<file path="config.mk">
export PLATFORM = sky130hd
export DESIGN_NAME = tpwm_timing_unit
export DESIGN_NICKNAME = d
export VERILOG_FILES = /design/src/rtl/tpwm_pkg.sv /design/src/rtl/tpwm_timing_unit.sv
export SDC_FILE = /design/constraint.sdc
export NUM_CORES = 1
export LEC_CHECK = 0
export ABC_AREA = 1
export BUFFER_PORTS_ARGS = -buffer_cell sky130_fd_sc_hd__buf_2
export CELL_PAD_IN_SITES_DETAIL_PLACEMENT = 0
export CELL_PAD_IN_SITES_GLOBAL_PLACEMENT = 1
export CORE_MARGIN = 2
export CORE_UTILIZATION = 45
export CTS_CLUSTER_SIZE = 24
export DETAILED_ROUTE_END_ITERATION = 10
export PLACE_DENSITY = 0.84
export SLEW_MARGIN = 20
export SYNTH_ARGS = -nofsm -noshare
export SYNTH_HDL_FRONTEND = slang
export SYNTH_SLANG_ARGS = --single-unit
</file>
<file path="constraint.sdc">
create_clock -name i_clk -period 12.8 [get_ports i_clk]
set_clock_uncertainty 0.05 [all_clocks]
set_input_delay 0.64 -clock i_clk [delete_from_list [all_inputs] [get_ports i_clk]]
set_output_delay 0.64 -clock i_clk [all_outputs]
set_load 0.03 [all_outputs]
</file>
<file path="src/rtl/tpwm_pkg.sv">
package tpwm_pkg;

  localparam int unsigned DW = 16;
  localparam int unsigned AW = 8;
  localparam int unsigned NPHASE = 3;

  // register offsets
  localparam logic [7:0] OFS_PERIOD = 8'h00;
  localparam logic [7:0] OFS_DEAD = 8'h04;
  localparam logic [7:0] OFS_DUTY0 = 8'h08;
  localparam logic [7:0] OFS_DUTY1 = 8'h0c;
  localparam logic [7:0] OFS_DUTY2 = 8'h10;
  localparam logic [7:0] OFS_CTRL = 8'h14;
  localparam logic [7:0] OFS_STATE = 8'h18;
  localparam logic [7:0] OFS_IRQ_STAT = 8'h1c;
  localparam logic [7:0] OFS_IRQ_MASK = 8'h20;

  // field positions
  localparam int unsigned CTRL_DOUBLE_BIT = 0;
  localparam int unsigned STATE_HALF_BIT = 0;
  localparam int unsigned STATE_RUN_BIT = 1;
  localparam int unsigned STATE_OUT_EN_BIT = 2;
  localparam int unsigned IRQ_SYNC_BIT = 0;
  localparam int unsigned IRQ_HALF_BIT = 1;
  localparam int unsigned IRQ_W = 2;

  // reset values
  localparam logic [15:0] PERIOD_RST = 16'h0000;
  localparam logic [15:0] DEAD_RST = 16'h0000;
  localparam logic [15:0] DUTY_RST = 16'h0000;
  localparam logic [1:0] IRQ_MASK_RST = 2'h0;
  localparam logic [3:0] WRITTEN_ALL = 4'hf;

  typedef struct packed {
    logic [7:0] addr;
    logic [31:0] wdata;
    logic wr;
    logic rd;
  } tpwm_bus_s;

  typedef struct packed {
    logic [15:0] period;
    logic [15:0] dead;
    logic [2:0][15:0] duty;
    logic [15:0] act_period;
    logic [15:0] act_dead;
    logic [2:0][15:0] act_duty;
    logic double_mode;
    logic [3:0] written;
    logic started;
    logic half;
    logic [15:0] cnt;
    logic sync;
    logic [2:0] high;
    logic [2:0] low;
    logic [1:0] irq_stat;
    logic [1:0] irq_mask;
    logic [31:0] rdata;
  } tpwm_state_s;

endpackage

</file>
<file path="src/rtl/tpwm_timing_unit.sv">
// Implementation choices: the placing of the registers and the address-and-strobe port.
`timescale 1ns/1ns
module tpwm_timing_unit
(
  // clock, reset, enable
  input wire logic i_clk,
  input wire logic i_reset,
  input wire logic i_ce,
  // register port
  input wire logic [7:0] i_addr,
  input wire logic [31:0] i_wdata,
  input wire logic i_wr,
  input wire logic i_rd,
  output logic [31:0] o_rdata,
  // power stage drives
  output logic o_phase0_high_out,
  output logic o_phase0_low_out,
  output logic o_phase1_high_out,
  output logic o_phase1_low_out,
  output logic o_phase2_high_out,
  output logic o_phase2_low_out,
  // sync and interrupt
  output logic o_period_sync_pulse,
  output logic o_half_cycle,
  output logic o_irq
);

  //////////////////////////////////////////////////////////////////////////////

  tpwm_pkg::tpwm_bus_s bus;
  tpwm_pkg::tpwm_state_s s;
  tpwm_pkg::tpwm_state_s next_s;

  logic [15:0] last_cnt;
  logic half_end;
  logic out_en;
  logic ev_sync;
  logic ev_half;
  logic load_shadow;
  logic [15:0] on_high;
  logic [15:0] on_low;
  logic [15:0] rise_high;
  logic [15:0] rise_low;

  assign bus.addr = i_addr;
  assign bus.wdata = i_wdata;
  assign bus.wr = i_wr;
  assign bus.rd = i_rd;

  //////////////////////////////////////////////////////////////////////////////

  // on time within one half, clamped to [0, half length]
  // nineteen signed bits keep the sum from wrapping before the clamp
  function automatic logic [15:0] half_on
  (
    input logic [15:0] per,
    input logic [15:0] duty,
    input logic [15:0] dead,
    input logic high_side
  );
    logic signed [18:0] base;
    logic signed [18:0] raw;
    base = $signed({4'h0, per[15:1]});
    if (high_side)
    begin
      raw = base + $signed({3'h0, duty}) - $signed({3'h0, dead});
    end
    else
    begin
      raw = base - $signed({3'h0, duty}) - $signed({3'h0, dead});
    end
    if (raw < 19'sh0)
    begin
      half_on = 16'h0000;
    end
    else if (raw > $signed({3'h0, per}))
    begin
      half_on = per;
    end
    else
    begin
      half_on = raw[15:0];
    end
  endfunction

  //////////////////////////////////////////////////////////////////////////////

  always_comb
  begin
    next_s = s;
    next_s.sync = 1'b0;
    next_s.rdata = 32'h0000_0000;
    ev_sync = 1'b0;
    ev_half = 1'b0;
    load_shadow = 1'b0;
    on_high = 16'h0000;
    on_low = 16'h0000;
    rise_high = 16'h0000;
    rise_low = 16'h0000;

    // a zero period runs as one, so the counter never stalls
    if (s.act_period == 16'h0000)
    begin
      last_cnt = 16'h0000;
    end
    else
    begin
      last_cnt = s.act_period - 16'h0001;
    end
    half_end = s.started && (s.cnt >= last_cnt);
    // outputs only once period and all duty values are written
    out_en = s.started && (s.written == tpwm_pkg::WRITTEN_ALL);

    // register writes
    if (bus.wr)
    begin
      unique case (bus.addr)
        tpwm_pkg::OFS_PERIOD:
        begin
          next_s.period = bus.wdata[15:0];
          next_s.written[0] = 1'b1;
          // first period write starts the main timer
          if (!s.started)
          begin
            next_s.started = 1'b1;
            // shadows take the values so far; later writes wait for a reload
            next_s.act_period = bus.wdata[15:0];
            next_s.act_dead = s.dead;
            next_s.act_duty = s.duty;
            if (s.double_mode)
            begin
              // begin at the second half, sync after one period value
              next_s.half = 1'b1;
              next_s.cnt = 16'h0000;
            end
            else
            begin
              // begin mid first half, sync after 1.5 period values
              next_s.half = 1'b0;
              next_s.cnt = {1'b0, bus.wdata[15:1]};
            end
          end
        end
        tpwm_pkg::OFS_DEAD:
        begin
          next_s.dead = bus.wdata[15:0];
        end
        tpwm_pkg::OFS_DUTY0:
        begin
          next_s.duty[0] = bus.wdata[15:0];
          next_s.written[1] = 1'b1;
        end
        tpwm_pkg::OFS_DUTY1:
        begin
          next_s.duty[1] = bus.wdata[15:0];
          next_s.written[2] = 1'b1;
        end
        tpwm_pkg::OFS_DUTY2:
        begin
          next_s.duty[2] = bus.wdata[15:0];
          next_s.written[3] = 1'b1;
        end
        tpwm_pkg::OFS_CTRL:
        begin
          next_s.double_mode = bus.wdata[tpwm_pkg::CTRL_DOUBLE_BIT];
        end
        tpwm_pkg::OFS_IRQ_MASK:
        begin
          next_s.irq_mask = bus.wdata[tpwm_pkg::IRQ_W-1:0];
        end
        // unmapped and read-only offsets ignore writes
        default:
        begin
          next_s.period = next_s.period;
        end
      endcase
    end

    // half-period counting
    if (s.started && !(bus.wr && bus.addr == tpwm_pkg::OFS_PERIOD && !s.started))
    begin
      if (half_end)
      begin
        next_s.cnt = 16'h0000;
        // toggle half indicator at each half boundary
        next_s.half = ~s.half;
        ev_half = 1'b1;
        if (s.half)
        begin
          // one sync pulse at the start of each switching period
          ev_sync = 1'b1;
          next_s.sync = 1'b1;
        end
        // double update reloads at the half point as well
        load_shadow = s.double_mode || s.half;
      end
      else
      begin
        next_s.cnt = s.cnt + 16'h0001;
      end
    end

    // each half runs for the period value then in force
    if (load_shadow)
    begin
      next_s.act_period = next_s.period;
      next_s.act_dead = next_s.dead;
      next_s.act_duty = next_s.duty;
    end

    // every phase uses the same edge rules with its own duty value
    for (int k = 0; k < tpwm_pkg::NPHASE; k++)
    begin
      // high side gains duty minus dead time per half
      // per-half terms use the values in force during that half
      on_high = half_on(s.act_period, s.act_duty[k], s.act_dead, 1'b1);
      on_low = half_on(s.act_period, s.act_duty[k], s.act_dead, 1'b0);
      rise_high = s.act_period - on_high;
      rise_low = s.act_period - on_low;
      // outputs follow the counter state of the cycle before, one cycle behind
      // dead time trims both edges of each side equally
      // the same insertion holds in double update mode
      if (!s.half)
      begin
        next_s.high[k] = out_en && (s.cnt >= rise_high);
        next_s.low[k] = out_en && (s.cnt < on_low);
      end
      else
      begin
        next_s.high[k] = out_en && (s.cnt < on_high);
        next_s.low[k] = out_en && (s.cnt >= rise_low);
      end
    end

    // register reads
    if (bus.rd)
    begin
      unique case (bus.addr)
        tpwm_pkg::OFS_PERIOD:
        begin
          next_s.rdata = {16'h0000, s.period};
        end
        tpwm_pkg::OFS_DEAD:
        begin
          next_s.rdata = {16'h0000, s.dead};
        end
        tpwm_pkg::OFS_DUTY0:
        begin
          next_s.rdata = {16'h0000, s.duty[0]};
        end
        tpwm_pkg::OFS_DUTY1:
        begin
          next_s.rdata = {16'h0000, s.duty[1]};
        end
        tpwm_pkg::OFS_DUTY2:
        begin
          next_s.rdata = {16'h0000, s.duty[2]};
        end
        tpwm_pkg::OFS_CTRL:
        begin
          next_s.rdata = {31'h0000_0000, s.double_mode};
        end
        tpwm_pkg::OFS_STATE:
        begin
          // bit 0 shows the current half of the period
          next_s.rdata = 32'h0000_0000;
          next_s.rdata[tpwm_pkg::STATE_HALF_BIT] = s.half;
          next_s.rdata[tpwm_pkg::STATE_RUN_BIT] = s.started;
          next_s.rdata[tpwm_pkg::STATE_OUT_EN_BIT] = out_en;
        end
        tpwm_pkg::OFS_IRQ_STAT:
        begin
          next_s.rdata = {30'h0000_0000, s.irq_stat};
          next_s.irq_stat = 2'h0;
        end
        tpwm_pkg::OFS_IRQ_MASK:
        begin
          next_s.rdata = {30'h0000_0000, s.irq_mask};
        end
        default:
        begin
          next_s.rdata = 32'h0000_0000;
        end
      endcase
    end

    // sticky events, a set in the clearing cycle wins
    if (ev_sync)
    begin
      next_s.irq_stat[tpwm_pkg::IRQ_SYNC_BIT] = 1'b1;
    end
    if (ev_half)
    begin
      next_s.irq_stat[tpwm_pkg::IRQ_HALF_BIT] = 1'b1;
    end
  end

  //////////////////////////////////////////////////////////////////////////////

  always_ff @(posedge i_clk)
  begin
    if (i_reset)
    begin
      s.period <= tpwm_pkg::PERIOD_RST;
      s.dead <= tpwm_pkg::DEAD_RST;
      s.duty <= {3{tpwm_pkg::DUTY_RST}};
      s.act_period <= tpwm_pkg::PERIOD_RST;
      s.act_dead <= tpwm_pkg::DEAD_RST;
      s.act_duty <= {3{tpwm_pkg::DUTY_RST}};
      s.double_mode <= 1'b0;
      s.written <= 4'h0;
      s.started <= 1'b0;
      s.half <= 1'b0;
      s.cnt <= 16'h0000;
      s.sync <= 1'b0;
      s.high <= 3'h0;
      s.low <= 3'h0;
      s.irq_stat <= 2'h0;
      s.irq_mask <= tpwm_pkg::IRQ_MASK_RST;
      s.rdata <= 32'h0000_0000;
    end
    // clock enable low holds every field, read data included
    else if (i_ce)
    begin
      s <= next_s;
    end
  end

  //////////////////////////////////////////////////////////////////////////////

  assign o_rdata = s.rdata;
  assign o_phase0_high_out = s.high[0];
  assign o_phase0_low_out = s.low[0];
  assign o_phase1_high_out = s.high[1];
  assign o_phase1_low_out = s.low[1];
  assign o_phase2_high_out = s.high[2];
  assign o_phase2_low_out = s.low[2];
  assign o_period_sync_pulse = s.sync;
  assign o_half_cycle = s.half;
  assign o_irq = |(s.irq_stat & s.irq_mask);

endmodule

</file>
; Word level (Yosys, flattened, before mapping)
; Index checks and enable logic that the tools add are counted.
[op_classes]
n_reduce_logical = 41
n_eq_ne = 11
bitwise = 2
multipliers = 0
n_shift = 0
div = 0
order_cmp = 25
addsub = 20
n_mux = 51
[op_table]
columns = cell, n
row1 = $mux 16, 20
row2 = $mux 80, 3
row3 = $mux 183, 1
row4 = $pmux 16 s9, 1
row5 = $ge 16x16->1, 7
row6 = $gt 18x17->1, 6
row7 = $lt 18x1->1 const B, 6
row8 = $lt 16x16->1, 6
row9 = $sub 16x16->16, 6
row10 = $sub 17x16->18, 3
row11 = $sub 17x17->18, 3
row12 = $add 15x16->17, 3
row13 = $sub 15x16->17, 3
row14 = $mux 17, 2
row15 = $eq 8x5->1 const B, 4
row16 = $reduce_and 3->1, 8
row17 = $mux 1, 20
row18 = $mux 19, 1
row19 = $mux 18, 1
row20 = $logic_and 1x1->1, 17
row21 = $add 16x1->16 const B, 1
row22 = $eq 8x4->1 const B, 2
row23 = $logic_not 16->1, 1
row24 = $reduce_bool 2->1, 8
row25 = other kinds (13), 17
[word_totals]
romBits = 0
mem_bits_rw = 0
ff_bits = 226
memories = 0
latchBits = 0
inputBits = 45

; Depth between registers and ports, before layout
; Gate-level depths: netlist (run 1).
[depth]
word_depth = 9
mapped_depth = 64
ltp_nobuf = 63

; Worst setup path before layout (run 1)
; OpenSTA, ideal clock, no wires.
[synth_path]
kind = flip-flop to flip-flop
from = register s[131] (netlist bit)
to = register s, in the netlist o_phase1_low_out
setup_ps = 134
path_stages_with_launch = 56
path_buffers = 1
arrival_ps = 8040
t_required_ps = 12616
setup_slack_ps = 4576
synth_period_minus_slack_ps = 8224
path_cell_list = dfxtp_1 inv_1 ha_1 fa_1 o21ai_1 nand4_1 nand2_1 inv_1 o21ai_0 xor2_1 ha_1 nand2_1 nor4_1 nand2_1 nand2_2 nand2_2 o21ai_0 a31o_2 [20 not listed] nor2_1 o21ai_0 nand2_1 a21oi_1 nor2_1 nor2_1 o21bai_1 a21oi_1 xor2_1 ha_1 nand2_1 nor2_1 a2111oi_0 o21ai_0 nand2_1 inv_1 nand2_1 a21oi_1
[synth_between]
elab_chain_len = 9
[synth_lines]
columns = item, line_no
row1 = start: declaration, tpwm_timing_unit.sv:31  ; tpwm_pkg::tpwm_state_s s;
row2 = start signal: assignment, tpwm_timing_unit.sv:325  ; s <= next_s;
row3 = $sub 15x16->17, tpwm_timing_unit.sv:70  ; raw = base - $signed({3'h0, duty}) - $signed({3'h0, dead});
row4 = $sub 17x17->18, tpwm_timing_unit.sv:70
row5 = $gt 18x17->1, tpwm_timing_unit.sv:76  ; else if (raw > $signed({3'h0, per}))
row6 = $mux 16, tpwm_timing_unit.sv:76
row7 = $mux 16, tpwm_timing_unit.sv:72  ; if (raw < 19'sh0)
row8 = $sub 16x16->16, tpwm_timing_unit.sv:219  ; rise_low = s.act_period - on_low;
row9 = $ge 16x16->1, tpwm_timing_unit.sv:231  ; next_s.low[k] = out_en && (s.cnt >= rise_low);
row10 = $logic_and 1x1->1, tpwm_timing_unit.sv:231
row11 = $mux 1 (*), tpwm_timing_unit.sv:223  ; if (!s.half)
; Every way passes the cells marked *; elsewhere a longest branch is shown, timed or not.
; A chain may end at the register's enable or synchronous reset.

; Worst setup path after layout (run 1)
[layout_path]
from = register s[133] (netlist bit)
to = register s, in the netlist o_phase0_high_out
[layout_between]
elab_chain_len = 9
[layout_lines]
columns = item, line_no
row1 = $add 15x16->17, tpwm_timing_unit.sv:66  ; raw = base + $signed({3'h0, duty}) - $signed({3'h0, dead});
row2 = $sub 17x16->18, tpwm_timing_unit.sv:66
row3 = $gt 18x17->1, tpwm_timing_unit.sv:76
row4 = $mux 16, tpwm_timing_unit.sv:76
row5 = $mux 16, tpwm_timing_unit.sv:72
row6 = $sub 16x16->16, tpwm_timing_unit.sv:218  ; rise_high = s.act_period - on_high;
row7 = $ge 16x16->1, tpwm_timing_unit.sv:225  ; next_s.high[k] = out_en && (s.cnt >= rise_high);
row8 = $logic_and 1x1->1, tpwm_timing_unit.sv:225
row9 = $mux 1 (*), tpwm_timing_unit.sv:223
; Marked as above.

==> impl_metrics.env, run 1 <==
export IMPL_synth_enable_flop_cells=0
export IMPL_cp_arrival_ns=9.95
export IMPL_finalMaxSlewViolations=0
export IMPL_cts_buffer_depth=3
export IMPL_yosys_warnings=0
export IMPL_cts_tree="yes"
export IMPL_critical_path_slowest_cell="nor2_1"
export IMPL_worstSetupStartpointType="flip-flop"
export IMPL_synthCells=4440
export IMPL_grtUsageMet1_pct=41.81
export IMPL_die_area_um2=69510
export IMPL_first_global_vias=27859
export IMPL_worstMarginPinSlew_ns=1.061
export IMPL_syn_area_um2=30340
export IMPL_start_util_pct=45.33
export IMPL_cts_root_buffer="clkbuf_16"
export IMPL_cellLeakagePower_nw=17.25
export IMPL_fillers=6985
export IMPL_clock_latency_ns=0.56
export IMPL_dpl_hpwl_um=82430
export IMPL_die_w_um=263.7
export IMPL_path_max_fanout=20
export IMPL_drc=0
export IMPL_async_flop_share_pct=0
export IMPL_seq_area_um2=4184
export IMPL_final_antenna_net_count=0
export IMPL_cts_resized=0
export IMPL_crit_type="reg2reg"
export IMPL_fin_crit_sh_pct=74.93
export IMPL_grt_max_degree=78
export IMPL_slowest_delay_ns=0.60
export IMPL_hold_violations=0
export IMPL_critPathRequiredTime_ns=13.16
export IMPL_grt_busiest_layer="met2"
export IMPL_synth_cell_types=68
export IMPL_syn_area_per_cell_um2=6.833
export IMPL_use_met3_pct=5.789
export IMPL_place_congestion=1.006
export IMPL_fmax_mhz=104.3
export IMPL_vdd_ir_drop_max_mv=0.09432
export IMPL_synthFlopType="dfxtp_1"
export IMPL_utilization_pct=48.23
export IMPL_hold_buffers=0
export IMPL_fin_tns_setup_ns=0
export IMPL_firstDrtPassIters=5
export IMPL_grt_total_usage_pct=31.47
export IMPL_syn2layout_area_growth_pct=6.384
export IMPL_finalSetupViolations=0
export IMPL_crit_top_cell="nand2_1"
export IMPL_clk_pin_slew_worst_paths_ns=0.06
export IMPL_rsz0062_at_grt="false"
export IMPL_fin_crit_ns=9.591
export IMPL_status="complete, no violations"
export IMPL_antenna_found_initial=1
export IMPL_hold_class="in2reg"
export IMPL_io_pins=86
export IMPL_overflow=0
export IMPL_num_vias=30211
export IMPL_num_rows=95
export IMPL_core_um2=66920
export IMPL_fin_ws_ns=3.209
export IMPL_cts_htree_levels=1
export IMPL_layout_nets=5076
export IMPL_drive_gt1_share_pct=5.502
export IMPL_ys_seq_elements=209
export IMPL_dieHeight_um=263.7
export IMPL_multi_input_area_um2=22660
export IMPL_dp_slack_ns=3.327
export IMPL_critPathCaptureType="flip-flop"
export IMPL_cts_sinks=209
export IMPL_ys_seq_area_share_pct=13.79
export IMPL_viasPerCell=5.671
export IMPL_wire_per_inst_um=20.97
export IMPL_cts_buffers=24
export IMPL_drtIter0Drc=2730
export IMPL_cap_violations=0
export IMPL_routed_wl_um=111700
export IMPL_grt_use_met2_pct=49.67
export IMPL_power_density_nw_per_um2=109.5
export IMPL_post_cts_buffers=0
export IMPL_grt_first_pass_wirelength_um=168000
export IMPL_max_slew_margin_rel_pct=29.11
export IMPL_port_buffer_count=53
## metrics by stage
step           instance area (um2)  cells  hold WS, ns  power (mW)
2_1_floorplan                30390   4455       0.3859       2.438
3_3_place_gp                 31460   5283       0.3975       2.772
3_5_place_dp                 31460   5283       0.4011       2.808
4_1_cts                      32270   5326       0.3764       3.539
5_1_grt                      32270   5326       0.3927       3.918
6_report                     32270   5327       0.3862       3.534
## worst max-delay path: cells and delay by family (launching register included)
kind / cells / cell delay, ns
compound gates: 18 / 2.57
xor+xnor: 2 / 0.52
fa+ha+maj: 5 / 1.64
buf+inv: 8 / 1.29
flops: 1 / 0.32
simple gates: 24 / 3.01
## path summary, 6_finish.rpt
kind	depth (start not counted)	slack [ns]	endpoint	startpoint
worst max-delay path	57	3.21	o_phase0_high_out	s[133]
worst min-delay path	3	0.39	s[135]	i_wdata[5]
worst max register to register	57	3.21	o_phase0_high_out	s[133]
worst min register to register	2	0.41	s[62]	s[62]
## cells in the mapped netlist, drive strengths merged, types with 39 or more instances
cell	number	area [um2]
nand2	794	2990
inv	728	2733
ha	535	6694
a21oi	425	2187
o21ai	406	2069
nor2	226	870.8
dfxtp	209	4184
xor2	163	1428
nand3	156	795.8
clkbuf	101	379.1
o211ai	79	603.1
buf	62	406.6
fa	60	1201
a211oi	54	415.4
xnor2	53	464.2
a31oi	44	281.5
nand4	41	256.5
nor3	41	221.5
a221oi	40	500.5
a22oi	39	292.8
## logic make-up after synthesis
family          count (synthesis)  share of synthesized area (%)
flops                         209                          13.79
compound gates               1221                          24.42
other cells                     1                        0.01236
buf+inv                       901                          11.72
simple gates                 1297                          17.80
xor+xnor                      216                          6.236
fa+ha+maj                     595                          26.02
## flip-flops by register name, indices dropped and copies added (netlist names)
name	flops
s	185
o_half_cycle	1
o_phase2_high_out	1
o_period_sync_pulse	1
o_rdata	16
o_phase1_low_out	1
o_phase1_high_out	1
o_phase2_low_out	1
o_phase0_high_out	1
o_phase0_low_out	1
## layout make-up
cell class / count / share of cell area, %
Inverter: 738 / 8.591
Tap cell: 873 / 3.384
Clock inverter: 8 / 0.3179
Clock buffer: 35 / 2.179
Multi-Input combinational cell: 3345 / 70.22
Antenna cell: 1 / 0.007753
Timing Repair Buffer: 118 / 2.342
Sequential cell: 209 / 12.96
## placed cells by master, fill, tap and decap left out, types with 53 or more instances in the layout
master      n
a21oi_1   417
buf_4      66
dfxtp_1   209
fa_1       60
ha_1      535
inv_1     711
nand2_1   788
nand3_1   153
nor2_1    222
o211ai_1   77
o21ai_0   376
xnor2_1    53
xor2_1    163
## routing by layer
metal	routed length [um]	part of all wire (%)
met1	49190	44
met2	47390	42
met3	9549	8.5
met4	5569	5.0
met5	0	0
## power by group
| part | switching, mW | internal, mW | total, mW |
|---|---|---|---|
| Combinational | 1.30 | 0.827 | 2.13 |
| Sequential | 0.0132 | 0.666 | 0.679 |
| Clock | 0.302 | 0.422 | 0.724 |
| Total | 1.62 | 1.91 | 3.53 |
(Power assumes the default switching activity.)
==> run 2, diff against run 1 <==
--- a/config.mk
+++ b/config.mk
@@ -10,7 +10,7 @@
 export CELL_PAD_IN_SITES_DETAIL_PLACEMENT = 0
 export CELL_PAD_IN_SITES_GLOBAL_PLACEMENT = 1
 export CORE_MARGIN = 2
-export CORE_UTILIZATION = 45
+export CORE_UTILIZATION = 43
 export CTS_CLUSTER_SIZE = 24
 export DETAILED_ROUTE_END_ITERATION = 10
 export PLACE_DENSITY = 0.84
==> constraint.sdc (replaced) <==
create_clock -name i_clk -period 8.5 [get_ports i_clk]
set_clock_uncertainty 0.05 [all_clocks]
set_input_delay 0.425 -clock i_clk [delete_from_list [all_inputs] [get_ports i_clk]]
set_output_delay 0.425 -clock i_clk [all_outputs]
set_load 0.03 [all_outputs]
==> impl_metrics.env, run 2 (same netlist as run 1, synthesis figures left out) <==
export IMPL_die_area_um2=72690
export IMPL_grt_max_degree=109
export IMPL_vdd_ir_drop_max_mv=0.1587
export IMPL_regMostFlops="s"
export IMPL_status="complete, no violations"
export IMPL_first_global_vias=27576
export IMPL_fin_crit_ns=7.889
export IMPL_fillers=7290
export IMPL_cap_violations=0
export IMPL_final_cell_mix="nand2_1 (783), inv_1 (701), ha_1 (525), a21oi_1 (400), o21ai_0 (363)"
export IMPL_finalSetupViolations=0
export IMPL_cts_buffers=24
export IMPL_drc=0
export IMPL_syn2layout_area_growth_pct=10.79
export IMPL_largest_register_ffs=185
export IMPL_dp_cells=5420
export IMPL_drtIter0Drc=2820
export IMPL_multi_input_area_um2=23040
export IMPL_crit_top_cell="nand2_1"
export IMPL_num_antenna_cells=0
export IMPL_io_pins=86
export IMPL_seq_area_um2=4197
export IMPL_start_util_pct=43.40
export IMPL_fin_crit_sh_pct=92.81
export IMPL_clk_pin_slew_worst_paths_ns=0.07
export IMPL_critPathCaptureType="flip-flop"
export IMPL_max_slew_margin_rel_pct=31.34
export IMPL_grt_total_usage_pct=30.47
export IMPL_antenna_found_initial=2
export IMPL_r2r_slack_ns=0.61
export IMPL_path_max_fanout=5
export IMPL_utilization_pct=48.08
export IMPL_routed_wl_um=114500
export IMPL_cts_buffer_depth=3
export IMPL_critical_path_slowest_cell="fa_1"
export IMPL_drive_gt1_share_pct=9.600
export IMPL_worstSetupStartpointType="flip-flop"
export IMPL_p_total_mw=5.678
export IMPL_cellLeakagePower_nw=17.82
export IMPL_stdcell_count=5492
export IMPL_crit_type="reg2reg"
export IMPL_cts_htree_levels=1
export IMPL_dieHeight_um=269.6
export IMPL_layout_commonest_cell="nand2_1"
export IMPL_place_congestion=0.9826
export IMPL_cp_arrival_ns=8.22
export IMPL_slowest_delay_ns=0.40
export IMPL_die_w_um=269.6
export IMPL_final_antenna_net_count=0
export IMPL_grt_first_pass_wirelength_um=170400
export IMPL_finalMaxSlewViolations=0
export IMPL_hold_class="in2reg"
export IMPL_dpl_hpwl_um=88090
export IMPL_wire_per_inst_um=20.85
export IMPL_core_um2=69910
export IMPL_rsz0062_at_grt="true"
export IMPL_num_vias=30716
export IMPL_cts_tree="yes"
export IMPL_cts_sinks=209
export IMPL_num_rows=97
export IMPL_viasPerCell=5.593
export IMPL_firstDrtPassIters=9
export IMPL_fin_tns_setup_ns=0
export IMPL_power_density_nw_per_um2=168.9
export IMPL_critPathRequiredTime_ns=8.83
export IMPL_cts_root_buffer="clkbuf_16"
export IMPL_fmax_mhz=126.8
export IMPL_clock_latency_ns=0.56
export IMPL_worstMarginPinSlew_ns=1.030
export IMPL_hold_violations=0
export IMPL_overflow=0
export IMPL_port_buffer_count=53
export IMPL_layout_nets=5174
## run 2: cell count changes in the layout (fill, tap and decap cells not counted), moves of 6 or more
cell | before | now
dfxtp_2 | 0 | 7
o21ai_0 | 376 | 363
buf_4 | 66 | 159
o21ai_2 | 10 | 18
ha_1 | 535 | 525
ha_4 | 0 | 6
a21oi_2 | 4 | 21
a31oi_1 | 43 | 35
inv_1 | 711 | 701
dfxtp_1 | 209 | 201
a31oi_2 | 1 | 8
a21oi_1 | 417 | 400
inv_2 | 16 | 26
## run 2: area by class of cell
| cell class | instances | share of cell area [%] |
|---|---|---|
| multi-input combinational | 3345 | 68.54 |
| sequential | 209 | 12.49 |
| inverter | 738 | 8.260 |
| timing repair buffer | 216 | 4.556 |
| tap | 940 | 3.499 |
| clock buffer | 34 | 2.170 |
| clock inverter | 10 | 0.4914 |
## run 2: power breakdown
| group | total [mW] | internal (mW) | leakage [nW] | switching, mW |
|---|---|---|---|---|
| sequential | 1.02 | 1.00 | 1.70 | 0.0197 |
| combinational | 3.46 | 1.41 | 15.7 | 2.06 |
| clock | 1.19 | 0.723 | 0.442 | 0.470 |
## run 2: worst max-delay path, delay by kind of cell (launching register included)
kind	cells	cell delay [ns]
and+or+nand+nor	13	1.06
DFF	1	0.32
buffers and inverters	7	0.64
xor gates and xnor gates	3	0.56
adders and majority gates	6	1.80
AOI/OAI and AO/OA	21	3.32
## run 2: worst paths after layout
check	start	endpoint	cells past startpoint
worst max-delay path	s[131]	o_phase2_low_out	50
worst min-delay path	i_wdata[2]	s[44]	3
worst min register to register	o_phase2_high_out	o_phase2_high_out	2
worst max register to register	s[131]	o_phase2_low_out	50
## run 2: layer usage
metal | part of all wire (%) | global-route usage (%) | up-vias
met3 | 7.7 | 3.687 | 251
li1 | - | - | 15197
met1 | 45 | 42.74 | 14090
met4 | 5.2 | 12.98 | 2
met5 | 0.012 | 0 | -
met2 | 42 | 46.89 | 1176
## run 2: per-stage QoR
step | cell area, um2 | hold WS, ns | setup WS, ns
6_report | 33610 | 0.1696 | 0.6111
3_3_place_gp | 32100 | 0.3991 | 0.1624
3_5_place_dp | 32100 | 0.4020 | 0.09161
2_1_floorplan | 30390 | 0.3859 | 0.2761
4_1_cts | 32990 | 0.1582 | 0.05399
5_1_grt | 33610 | 0.1690 | -0.1001
## run 2: timing repair
action	4_1_cts	5_1_grt
setup endpoints to repair	0	6
hold buffers	0	0
buffers inserted	0	28
gates resized for setup	0	116
